$ cat src/hdl/lpm_defines.svh
// register offsets, field positions and reset values of the power-mode controller
`ifndef LPM_DEFINES_SVH
`define LPM_DEFINES_SVH
`define LPM_CTRL_OFF 8'h00
`define LPM_SUPPLY_OFF 8'h04
`define LPM_STAT_OFF 8'h08
`define LPM_CTRL_VOS_BIT 9
`define LPM_CTRL_LPR_BIT 14
`define LPM_CTRL_CSSEN_BIT 15
`define LPM_SUP_EN_BIT 0
`define LPM_SUP_SRC_BIT 4
`define LPM_SUP_LVL_LO 5
`define LPM_SUP_LVL_HI 7
`define LPM_CTRL_RESET 32'h00000000
`define LPM_SUPPLY_RESET 32'h00000000
`endif

$ cat src/hdl/lpm_pkg.sv
// types of the power-mode controller
package lpm_pkg;
  typedef enum logic [4:0] {
    st_run = 5'h01,
    st_sleep_wfi = 5'h02,
    st_sleep_wfe = 5'h04,
    st_stop_wfi = 5'h08,
    st_stop_wfe = 5'h10
  } mode_type;
endpackage

$ cat src/hdl/low_power_mode_control.sv
// power-mode controller: regulator choice, sleep and stop sequencing, clock gating
// Functional notes
// - run: main regulator at 1.2 V, other off
// - stop supply chosen by regulator select bit
// - low-power regulator 1.2 V, 1.0 V with select
// - stop exit: main regulator, clear voltage select
// - reduced range only in stop on low-power regulator
// - power-down reset active in every mode
// - brown-out settings only from option bytes
// - threshold detector compares supply or pin level
// - detector output drives event line 16
// - sleep stops only processor clock
// - sleep-now on wait instruction
// - sleep-after-handler on handler return, interrupt wake
// - interrupt-entered sleep wakes on accepted interrupt
// - event-entered sleep wakes on event
// - pins keep run-mode state in sleep
// - deep-sleep select plus wait enters stop
// - stop turns off fast oscillators and pll
// - stop wakes on line, watchdog, reset pin
// - slow oscillator failure in stop raises nmi
// - stop leaves only low-power peripherals clocked
// - regulator select bit 14, 1 = low-power
// - voltage select bit 9, 1 = 1.0 V
// - pending flags at stop request ignore it
//
// Our own choices: the AHB-Lite interface to the registers and the placing of the registers.
`timescale 1ns/100ps
`default_nettype none
`include "lpm_defines.svh"
module low_power_mode_control (
  input wire logic clock,
  input wire logic reset_n,
  input wire logic clock_enable,
  // ahb-lite slave
  input wire logic hsel,
  input wire logic [31:0] haddr,
  input wire logic [1:0] htrans,
  input wire logic hwrite,
  input wire logic [2:0] hsize,
  input wire logic [31:0] hwdata,
  input wire logic hready,
  output logic [31:0] hrdata,
  output logic hreadyout,
  output logic hresp,
  // processor core
  input wire logic wfi_exec,
  input wire logic wfe_exec,
  input wire logic handler_return,
  input wire logic deep_sleep_select,
  input wire logic sleep_after_handler,
  input wire logic pending_as_event,
  input wire logic core_sleeping,
  // interrupt controller and event lines
  input wire logic irq_accepted,
  input wire logic periph_pending,
  input wire logic line_pending,
  input wire logic alarm_pending,
  input wire logic line_event,
  input wire logic line_wake_irq,
  input wire logic watchdog_wake,
  input wire logic reset_pin_wake,
  input wire logic slow_osc_fail,
  input wire logic sysclk_is_slow,
  // option bytes and analog
  input wire logic opt_brownout_en,
  input wire logic [2:0] opt_brownout_rise,
  input wire logic [2:0] opt_brownout_fall,
  input wire logic supply_above_raw,
  // outputs
  output logic cpu_clock_en,
  output logic main_regulator_on,
  output logic low_power_regulator_on,
  output logic core_volt_low,
  output logic fast_osc_off,
  output logic periph_clock_en,
  output logic sleep_active,
  output logic stop_active,
  output logic power_down_reset_en,
  output logic brownout_reset_en,
  output logic [2:0] brownout_rise_sel,
  output logic [2:0] brownout_fall_sel,
  output logic detector_enable,
  output logic detector_src_pin,
  output logic [2:0] detector_level,
  output logic event_line16,
  output logic nmi_request
);
  // ***********************************
  // register bus
  // ***********************************
  logic [31:0] ctrl_q;
  logic [31:0] supply_q;
  logic [7:0] addr_q;
  logic wr_q;
  logic stop_exit;
  logic [1:0] sup_sync_q;
  logic cssen_latched_q;
  lpm_pkg::mode_type mode_q;
  lpm_pkg::mode_type mode_d;

  wire access = hsel && hready && htrans[1];
  wire ctrl_wr = wr_q && (addr_q == `LPM_CTRL_OFF);
  wire supply_wr = wr_q && (addr_q == `LPM_SUPPLY_OFF);

  // register read decode; unmapped offsets read as zero
  function automatic logic [31:0] reg_read(input logic [7:0] offset,
                                           input logic [31:0] ctrl_word,
                                           input logic [31:0] supply_word,
                                           input logic [31:0] status_word);
    logic [31:0] word;
    word = 32'h00000000;
    case (offset)
      `LPM_CTRL_OFF: word = ctrl_word;
      `LPM_SUPPLY_OFF: word = supply_word;
      `LPM_STAT_OFF: word = status_word;
      default: word = 32'h00000000;
    endcase
    return word;
  endfunction

  // status view: synced supply flag, latched monitor enable, one-hot mode
  wire [31:0] stat_word = {22'h000000, sup_sync_q[1], cssen_latched_q, 3'h0, mode_q};

  // next register contents; the hardware clear of the voltage select
  // wins over a software write that lands in the same cycle
  wire [31:0] vos_mask = 32'h00000001 << `LPM_CTRL_VOS_BIT;
  wire [31:0] ctrl_written = ctrl_wr ? hwdata : ctrl_q;
  wire [31:0] ctrl_d = stop_exit ? (ctrl_written & ~vos_mask) : ctrl_written;
  wire [31:0] supply_d = supply_wr ? hwdata : supply_q;

  // read data comes from the next contents, so a read issued right
  // behind a write to the same register already returns the new word
  wire [31:0] rd_word = reg_read(haddr[7:0], ctrl_d, supply_d, stat_word);

  // address phase capture; zero-wait answer
  always_ff @(posedge clock or negedge reset_n) begin
    if (!reset_n) begin
      addr_q <= 8'h00;
      wr_q <= 1'b0;
    end else if (clock_enable) begin
      addr_q <= haddr[7:0];
      wr_q <= access && hwrite;
    end
  end

  // read data register
  always_ff @(posedge clock or negedge reset_n) begin
    if (!reset_n) begin
      hrdata <= 32'h00000000;
      hreadyout <= 1'b1;
      hresp <= 1'b0;
    end else if (clock_enable) begin
      hreadyout <= 1'b1;
      hresp <= 1'b0;
      if (access && !hwrite) begin
        hrdata <= rd_word;
      end
    end
  end

  // control register; voltage select cleared by hardware at stop exit
  always_ff @(posedge clock or negedge reset_n) begin
    if (!reset_n) begin
      ctrl_q <= `LPM_CTRL_RESET;
    end else if (clock_enable) begin
      ctrl_q <= ctrl_d;
    end
  end

  // detector configuration register
  always_ff @(posedge clock or negedge reset_n) begin
    if (!reset_n) begin
      supply_q <= `LPM_SUPPLY_RESET;
    end else if (clock_enable) begin
      supply_q <= supply_d;
    end
  end

  // ***********************************
  // mode sequencer
  // ***********************************
  wire reg_select_lp = ctrl_q[`LPM_CTRL_LPR_BIT];
  wire volt_select_low = ctrl_q[`LPM_CTRL_VOS_BIT];
  // any of these flags makes a stop request fall through to run
  wire any_pending = line_pending || periph_pending || alarm_pending;
  // sleep-now or sleep-after-handler entry
  wire sleep_wfi_go = !deep_sleep_select && core_sleeping &&
                      ((!sleep_after_handler && wfi_exec) ||
                       (sleep_after_handler && handler_return));
  wire sleep_wfe_go = !deep_sleep_select && !sleep_after_handler &&
                      core_sleeping && wfe_exec;
  // stop entry, refused on pending flags or slow system clock
  wire stop_ok = deep_sleep_select && core_sleeping && !any_pending &&
                 !sysclk_is_slow;
  wire stop_wfi_go = stop_ok && (wfi_exec || handler_return);
  // both wait flags together count as wfi: the case below tries it first
  wire stop_wfe_go = stop_ok && wfe_exec;
  wire event_wake = line_event || (pending_as_event && periph_pending);
  wire stop_common = watchdog_wake || reset_pin_wake ||
                     (cssen_latched_q && slow_osc_fail);

  // next mode
  always_comb begin
    mode_d = mode_q;
    case (mode_q)
      lpm_pkg::st_run: begin
        if (stop_wfi_go) begin
          mode_d = lpm_pkg::st_stop_wfi;
        end else if (stop_wfe_go) begin
          mode_d = lpm_pkg::st_stop_wfe;
        end else if (sleep_wfi_go) begin
          mode_d = lpm_pkg::st_sleep_wfi;
        end else if (sleep_wfe_go) begin
          mode_d = lpm_pkg::st_sleep_wfe;
        end
      end
      lpm_pkg::st_sleep_wfi: begin
        if (irq_accepted) begin
          mode_d = lpm_pkg::st_run;
        end
      end
      lpm_pkg::st_sleep_wfe: begin
        if (event_wake) begin
          mode_d = lpm_pkg::st_run;
        end
      end
      lpm_pkg::st_stop_wfi: begin
        if (line_wake_irq || stop_common) begin
          mode_d = lpm_pkg::st_run;
        end
      end
      lpm_pkg::st_stop_wfe: begin
        if (event_wake || stop_common) begin
          mode_d = lpm_pkg::st_run;
        end
      end
      default: begin
        mode_d = lpm_pkg::st_run;
      end
    endcase
  end

  // stop state test, used on the present and on the next mode
  function automatic logic is_stop(input lpm_pkg::mode_type mode);
    return (mode == lpm_pkg::st_stop_wfi) || (mode == lpm_pkg::st_stop_wfe);
  endfunction

  // sleep state test; either entry path counts
  function automatic logic is_sleep(input lpm_pkg::mode_type mode);
    return (mode == lpm_pkg::st_sleep_wfi) || (mode == lpm_pkg::st_sleep_wfe);
  endfunction

  // present and next mode classes
  wire in_stop = is_stop(mode_q);
  wire next_stop = is_stop(mode_d);
  wire next_sleep = is_sleep(mode_d);
  wire next_run = (mode_d == lpm_pkg::st_run);
  assign stop_exit = in_stop && next_run;
  wire entering_stop = (mode_q == lpm_pkg::st_run) && next_stop;

  // mode register and monitor enable caught at stop entry
  always_ff @(posedge clock or negedge reset_n) begin
    if (!reset_n) begin
      mode_q <= lpm_pkg::st_run;
      cssen_latched_q <= 1'b0;
    end else if (clock_enable) begin
      mode_q <= mode_d;
      if (entering_stop) begin
        cssen_latched_q <= ctrl_q[`LPM_CTRL_CSSEN_BIT];
      end else if (next_run) begin
        cssen_latched_q <= 1'b0;
      end
    end
  end

  // supply detector input synchroniser
  always_ff @(posedge clock or negedge reset_n) begin
    if (!reset_n) begin
      sup_sync_q <= 2'b00;
    end else if (clock_enable) begin
      sup_sync_q <= {sup_sync_q[0], supply_above_raw};
    end
  end

  // ***********************************
  // registered outputs
  // ***********************************
  // every mode output except nmi_request is computed from the next mode, so it changes on the
  // same edge as the mode register and never lags the state by a cycle
  wire lp_stop = next_stop && reg_select_lp;

  // processor clock gate; off in both low-power modes
  always_ff @(posedge clock or negedge reset_n) begin
    if (!reset_n) begin
      cpu_clock_en <= 1'b1;
    end else if (clock_enable) begin
      cpu_clock_en <= next_run;
    end
  end

  // regulator choice and core voltage; the low voltage is only
  // allowed while the low-power regulator feeds the core in stop
  always_ff @(posedge clock or negedge reset_n) begin
    if (!reset_n) begin
      main_regulator_on <= 1'b1;
      low_power_regulator_on <= 1'b0;
      core_volt_low <= 1'b0;
    end else if (clock_enable) begin
      main_regulator_on <= !lp_stop;
      low_power_regulator_on <= lp_stop;
      core_volt_low <= lp_stop && volt_select_low;
    end
  end

  // oscillator and peripheral clock gating; sleep leaves both running
  always_ff @(posedge clock or negedge reset_n) begin
    if (!reset_n) begin
      fast_osc_off <= 1'b0;
      periph_clock_en <= 1'b1;
    end else if (clock_enable) begin
      fast_osc_off <= next_stop;
      periph_clock_en <= !next_stop;
    end
  end

  // mode flags seen by the rest of the chip
  always_ff @(posedge clock or negedge reset_n) begin
    if (!reset_n) begin
      sleep_active <= 1'b0;
      stop_active <= 1'b0;
    end else if (clock_enable) begin
      sleep_active <= next_sleep;
      stop_active <= next_stop;
    end
  end

  // reset monitors; brown-out settings follow the option inputs only,
  // no register can reach them
  always_ff @(posedge clock or negedge reset_n) begin
    if (!reset_n) begin
      power_down_reset_en <= 1'b1;
      brownout_reset_en <= 1'b0;
      brownout_rise_sel <= 3'h0;
      brownout_fall_sel <= 3'h0;
    end else if (clock_enable) begin
      power_down_reset_en <= 1'b1;
      brownout_reset_en <= opt_brownout_en;
      brownout_rise_sel <= opt_brownout_rise;
      brownout_fall_sel <= opt_brownout_fall;
    end
  end

  // threshold detector configuration and its event line
  always_ff @(posedge clock or negedge reset_n) begin
    if (!reset_n) begin
      detector_enable <= 1'b0;
      detector_src_pin <= 1'b0;
      detector_level <= 3'h0;
      event_line16 <= 1'b0;
    end else if (clock_enable) begin
      detector_enable <= supply_q[`LPM_SUP_EN_BIT];
      detector_src_pin <= supply_q[`LPM_SUP_SRC_BIT];
      detector_level <= supply_q[`LPM_SUP_LVL_HI:`LPM_SUP_LVL_LO];
      event_line16 <= supply_q[`LPM_SUP_EN_BIT] && sup_sync_q[1];
    end
  end

  // non-maskable request on a slow oscillator failure during stop;
  // a single pulse, since the same failure also ends stop
  always_ff @(posedge clock or negedge reset_n) begin
    if (!reset_n) begin
      nmi_request <= 1'b0;
    end else if (clock_enable) begin
      nmi_request <= in_stop && cssen_latched_q && slow_osc_fail;
    end
  end
endmodule
`default_nettype wire

$ cat config.mk
export PLATFORM = sky130hd
export DESIGN_NAME = low_power_mode_control
export DESIGN_NICKNAME = d
export VERILOG_FILES = /design/src/hdl/lpm_pkg.sv /design/src/hdl/low_power_mode_control.sv
export VERILOG_INCLUDE_DIRS = /design/src /design/src/hdl
export SDC_FILE = /design/constraint.sdc
export NUM_CORES = 1
export LEC_CHECK = 0
export ABC_AREA = 1
export BUFFER_PORTS_ARGS = -buffer_cell sky130_fd_sc_hd__buf_2
export CELL_PAD_IN_SITES_DETAIL_PLACEMENT = 0
export CELL_PAD_IN_SITES_GLOBAL_PLACEMENT = 1
export CORE_MARGIN = 5
export CORE_UTILIZATION = 42
export CTS_CLUSTER_SIZE = 30
export DETAILED_ROUTE_END_ITERATION = 6
export PLACE_DENSITY = 0.91
export SLEW_MARGIN = 10
export SYNTH_ARGS = -nofsm -noshare
export SYNTH_HDL_FRONTEND = slang
export SYNTH_SLANG_ARGS = --single-unit
$ cat constraint.sdc
create_clock -name clock -period 2.6 [get_ports clock]
set_input_delay 0.13 -clock clock [delete_from_list [all_inputs] [get_ports clock]]
set_output_delay 0.13 -clock clock [all_outputs]
set_load 0.03 [all_outputs]
# == After elaboration in Yosys (flattened, before gate mapping) ==
# Index checks and enable logic that the tools add are counted.
# word_totals
wordCells,102
ff_bits,134
inputBits,100
out_inout_bits,57
# op_classes
n_eq_ne,13
mux,15
n_reduce_logical,51
# ops
op,n
one-hot mux 32 bit (3 select lines),1
two-way mux 32 bit,2
two-way mux 5 bit,8
logical AND 1 bit,27
one-hot mux 5 bit (5 select lines),1
"equality test 8 x 3 -> 1 bit, second input constant",2
logical NOT 8 bit,2
logical OR 1 bit,12
"equality test 5 x 1 -> 1 bit, second input constant",2
"equality test 5 x 2 -> 1 bit, second input constant",2
"equality test 5 x 3 -> 1 bit, second input constant",2
"equality test 5 x 4 -> 1 bit, second input constant",2
"equality test 5 bit, second input constant",2
two-way mux 10 bit,1
"equality test 8 x 4 -> 1 bit, second input constant",1
logical NOT 1 bit,7
AND reduction 2 bit,2
two-way mux 1 bit,2
nonzero test 2 bit,1

# == Longest topological paths before layout ==
# depth
ltp_word,14
mapped_depth,12

# == Worst setup path before layout ==
# Ideal clock, no wire load.
# synth_timing
path_type,register to register
from,register mode_q[0]
to,register core_volt_low
setup_ns,0.065
arrival_time_ns,1.372
path_buffers,0
synth_period_minus_slack_ns,1.437
slack_ns,1.163
required_ns,2.535
stages_incl_launch_ff,12
path_cell_list,dfstp_2 -> inv_1 -> nor2_1 -> nand2_2 -> inv_2 -> and2_4 -> nand2_2 -> nand3_2 -> nand2_2 -> nor2_2 -> nand2_1 -> nand2_1
# synth_between
elab_chain_cells,9
elab_cells_between_ends,19
# synth_rtl
element,line_no,text
"start, declared",low_power_mode_control.sv:99,lpm_pkg::mode_type mode_q;
"start signal, assigned",low_power_mode_control.sv:265,mode_q <= lpm_pkg::st_run;
"start signal, assigned",low_power_mode_control.sv:268,mode_q <= mode_d;
two-way mux 5 bit,low_power_mode_control.sv:214,end else if (sleep_wfe_go) begin
two-way mux 5 bit,low_power_mode_control.sv:212,end else if (sleep_wfi_go) begin
two-way mux 5 bit,low_power_mode_control.sv:210,end else if (stop_wfe_go) begin
two-way mux 5 bit,low_power_mode_control.sv:208,if (stop_wfi_go) begin
one-hot mux 5 bit (5 select lines) (*),low_power_mode_control.sv:206,case (mode_q)
equality test 5 x 4 -> 1 bit / equality test 5 bit (equally long branches),low_power_mode_control.sv:246,return (mode == lpm_pkg::st_stop_wfi) || (mode == lpm_pkg::st_stop_wfe);
logical OR 1 bit (*),low_power_mode_control.sv:246,
logical AND 1 bit (*),low_power_mode_control.sv:291,wire lp_stop = next_stop && reg_select_lp;
logical AND 1 bit (*),low_power_mode_control.sv:312,core_volt_low <= lp_stop && volt_select_low;
"end signal, assigned",low_power_mode_control.sv:312,
"end, declared",low_power_mode_control.sv:74,"output logic core_volt_low,"
# Mark *: on every way between the ends. The rest lies on a longest branch, timed or not.
# A chain may end at the register's enable or synchronous reset.

# == Worst setup path in the final report ==
# layout_timing
from,register addr_q[1]
to,register hrdata[23]
# layout_between
elab_chain_cells,4
elab_cells_between_ends,7
# layout_rtl
element,line_no,text
"start, declared",low_power_mode_control.sv:94,logic [7:0] addr_q;
"start signal, assigned",low_power_mode_control.sv:142,addr_q <= haddr[7:0];
equality test 8 x 3 -> 1 bit (no source line) / logical NOT 8 bit (equally long branches),--,
logical AND 1 bit (on tied branches),"low_power_mode_control.sv:104, low_power_mode_control.sv:103",
two-way mux 32 bit (on tied branches),"low_power_mode_control.sv:130, low_power_mode_control.sv:128",
one-hot mux 32 bit (3 select lines) (*),low_power_mode_control.sv:113,case (offset)
"end signal, assigned",low_power_mode_control.sv:157,hrdata <= rd_word;
"end, declared",low_power_mode_control.sv:43,"output logic [31:0] hrdata,"
# Marked as above.

==> results.rst <==
.. list-table::
   :header-rows: 1

   * - Metric
     - Value
   * - Leakage component of the power
     - 4.40 nW
   * - Clock buffer depth
     - 2
   * - Cts hold-fix bufs
     - 14
   * - Power, Total
     - 5.55 mW
   * - Antenna violations before repair
     - 1
   * - CTS buffer count
     - 17
   * - Commonest cells after routing, fill and taps aside
     - 312 x nand2_1, 130 x dfrtp_1, 124 x buf_2
   * - Net switching fraction of the power
     - 0.263
   * - Max-cap violation count
     - 0
   * - Chip Height
     - about 140 um
   * - Layout cell share with drive strength beyond 1
     - 0.197
   * - Final sum of negative setup slack
     - 0 ps
   * - Synth cell types
     - 32
   * - Status
     - finished, final reports clean
   * - Area growth, synth to finish
     - 21.8%
   * - Unrepaired setup endpoints after global routing
     - no
   * - Maximum vdd ir drop
     - about 0.45 mV
   * - Complex-gate fraction of the synthesized area
     - 0.163
   * - Grt total ovfl
     - 0
   * - Proportion of synthesized area in mux cells
     - 0
   * - CTS tree
     - yes
   * - Arr. time, crit path
     - 2190 ps
   * - Combinational share of power
     - 0.128
   * - Data required time at the worst endpoint
     - 2900 ps
   * - Critical path's slowest cell
     - dfrtp_1
   * - Most common cell after layout, fill and taps aside
     - nand2_1
   * - Final setup violation count
     - 0
   * - Site row count
     - 46
   * - Global-route wire length before repair
     - 28400 um
   * - Worst Setup End Kind
     - flop
   * - Aggregate global-route resource usage
     - 0.190
   * - Die area
     - 0.0190 mm2
   * - Largest delay share family, worst path
     - simple AND/OR/NAND/NOR gates
   * - Final HPWL from detailed placement
     - around 11000 um
   * - Tightest slew margin relative to the limit
     - 0.597
   * - Clock share of power
     - 0.448
   * - Post-layout nets
     - between 1000 and 1500
   * - Crit path largest cell delay
     - 370 ps
   * - Hold WS
     - 28.6 ps
   * - Source-to-sink clock delay at the later pin of the worst-skew pair
     - 410 ps
   * - Internal power
     - 4.09 mW
   * - Deepest level of the CTS H-tree
     - 4
   * - Actual transition at the worst max-transition pin
     - 604 ps
   * - Number of instances resized during post-cts repair
     - 0
   * - Worst min path class
     - primary input to flop
   * - Top-Level Pins
     - 157
   * - Crit path buffers/inverters
     - 1
   * - Hold Fails Final Rpt
     - 0
   * - Max Slew Vio Count
     - 0
   * - Synth Area per Inst
     - 7.69 um2
   * - Adder and majority cell fraction of the synthesized area
     - 0
   * - Number of warnings issued by yosys
     - 0
   * - Maximum number of pins on one net before global-route repair
     - 151
   * - Root buf cell
     - clkbuf_16
   * - Crit start category
     - flop
   * - XOR/XNOR Fraction of Synth Area
     - 0
   * - Routed wire per std cell
     - 13.8 um
   * - Number of filler cells placed in the layout
     - 1538
   * - Port bufs
     - 125
   * - Register bit total from synthesis
     - 134
   * - Part of the cycle the worst path needs
     - 0.725
   * - Post-synthesis sequential area ratio
     - 0.489
   * - Vias after detailed routing
     - between 5000 and 6000
   * - NetSw
     - 1.46 mW
   * - Starting Density
     - 0.431
   * - DRT iter0 DRCs
     - roughly 380
   * - Buffers inserted during post-CTS setup optimization
     - 0
   * - Dominant combinational cell family by area after synthesis
     - simple AND/OR/NAND/NOR gates
   * - Most frequent cell on the critical path
     - nand2_1
   * - Drt total wl
     - 17200 um
   * - Post-detailed-route via-to-cell ratio
     - around 4.8
   * - CP Cell Sequence
     - nor2_1 > nand2_1 > nor2_4 > nand2_4 > buf_12 > o211ai_1 > o21ai_1 > nand2_1 > nand2_1
   * - Post-CTS clock slew at the launch and capture registers of the worst setup and hold paths
     - 60 ps
   * - Floorplan Core Area
     - 0.0159 mm2
   * - Max Fanout on Critical Path
     - 51
   * - Crit Path Category
     - flop to flop
   * - Number of detailed-route iterations in the first pass
     - 5
   * - Top cell type's share of synthesized area
     - 0.474
   * - Time the worst path needs with I/O delays and setup
     - 1890 ps
   * - Most area-consuming cells after synthesis
     - dfrtp_1 47%, nand2_1 17%, o21ai_0 8.3%
   * - Summed instance area of the synthesized netlist
     - 0.00687 mm2
   * - Drt drc
     - 0
   * - Relative contribution of sequential cells to total power
     - 0.424
   * - Simple logic cell fraction of the synthesized area
     - 0.249
   * - Synthesized instance count
     - just under 900
   * - Power per Cell Area
     - 663 mW/mm2
   * - Antenna violation net count after detailed routing
     - 0
   * - Maximum clock rate
     - approximately 530 MHz
   * - Library cell with the largest summed area after synthesis
     - dfrtp_1
   * - Setup clock skew after layout
     - approximately 7.7 ps
   * - DIE WIDTH
     - 138 um
   * - CTS sink cnt
     - 134
   * - Global placer's final weighted congestion
     - 0.834
   * - Number of global-route vias before repair
     - roughly 5700
[worst paths after layout]
check                                startpoint                    to  slack, ps  cells past startpoint
max                                   addr_q[1]            hrdata[23]        710                      9
max reg2reg                           addr_q[1]            hrdata[23]        710                      9
max in group asynchronous               reset_n             mode_q[0]       1620                      3
min in group asynchronous               reset_n           stop_active        220                      2
min reg2reg                brownout_fall_sel[1]  brownout_fall_sel[1]        460                      2
min                                    haddr[2]             addr_q[2]         30                      3
[area by class of cell]
cell class / count / area, um2 / area share
Antenna cell: 1 / 2.50 / 0.000299
Timing Repair Buffer: 149 / 897 / 0.107
Tap cell: 216 / 270 / 0.0323
Sequential cell: 134 / 3360 / 0.402
Clock buffer: 20 / 467 / 0.0558
Multi-Input combinational cell: 612 / 2850 / 0.341
Inverter: 97 / 367 / 0.0438
Clock inverter: 12 / 151 / 0.0181
[per-stage QoR]
stage          setup WS (ps)  instance area, um2  utilization  std cells
6_report                 714                8360        0.524       1241
5_1_grt                  476                8360        0.524       1240
4_1_cts                  672                8360        0.524       1240
3_5_place_dp             712                7600        0.477       1194
3_3_place_gp             721                7600        0.477       1194
2_1_floorplan           1160                6870            -        894
[worst register-to-register path, delay by kind of cell, from the launching register on]
family / cells / cell delay, ps
AND/OR/NAND/NOR: 6 / 830
flip-flops: 1 / 370
AO/OA/AOI/OAI: 2 / 300
buffers and inverters: 1 / 290
[power by group through the flow]
stage                     clock network, mW  registers, mW  logic (mW)
after global placement                    0           2.38       0.691
after CTS                              2.53           2.35       0.721
final                                  2.48           2.35       0.711
after global routing                   2.61           2.37       0.821
after detailed placement                  0           2.39       0.701
after floorplan                           0           2.43       0.412
[kinds of logic (layout without fill, tap and decap cells)]
logic type / Yosys count / count (layout)
buf+inv: 148 / 278
flops: 134 / 134
other cells: 2 / 4
simple gates: 404 / 404
compound gates: 205 / 205
[synthesized netlist by cell type (all sizes together)]
master  count
a31oi       1
and2        1
buf        29
clkbuf     22
conb        2
dfrtp     130
dfstp       4
inv        97
nand2     317
nand3      39
nand3b      4
nand4       4
nor2       33
nor3        3
o211ai     29
o21a        1
o21ai     173
o22ai       1
or2         3
[flip-flops by register name, summed over array words and instances (netlist names), 2 cells and up]
name / cells
addr_q: 8
hrdata: 32
mode_q: 5
ctrl_q: 32
supply_q: 32
sup_sync_q: 2
detector_level: 3
brownout_rise_sel: 3
brownout_fall_sel: 3
[metal layers]
layer  part of all wire  GRT usage  wire, um  up-vias
met2               0.47      0.307      8140      123
li1                   -          -         -     3105
met5            0.00064          0        11        -
met3              0.049     0.0399       840       20
met4              0.016     0.0626       270        2
met1               0.46      0.255      7890     2737
Power figures use the tool's default switching activity.
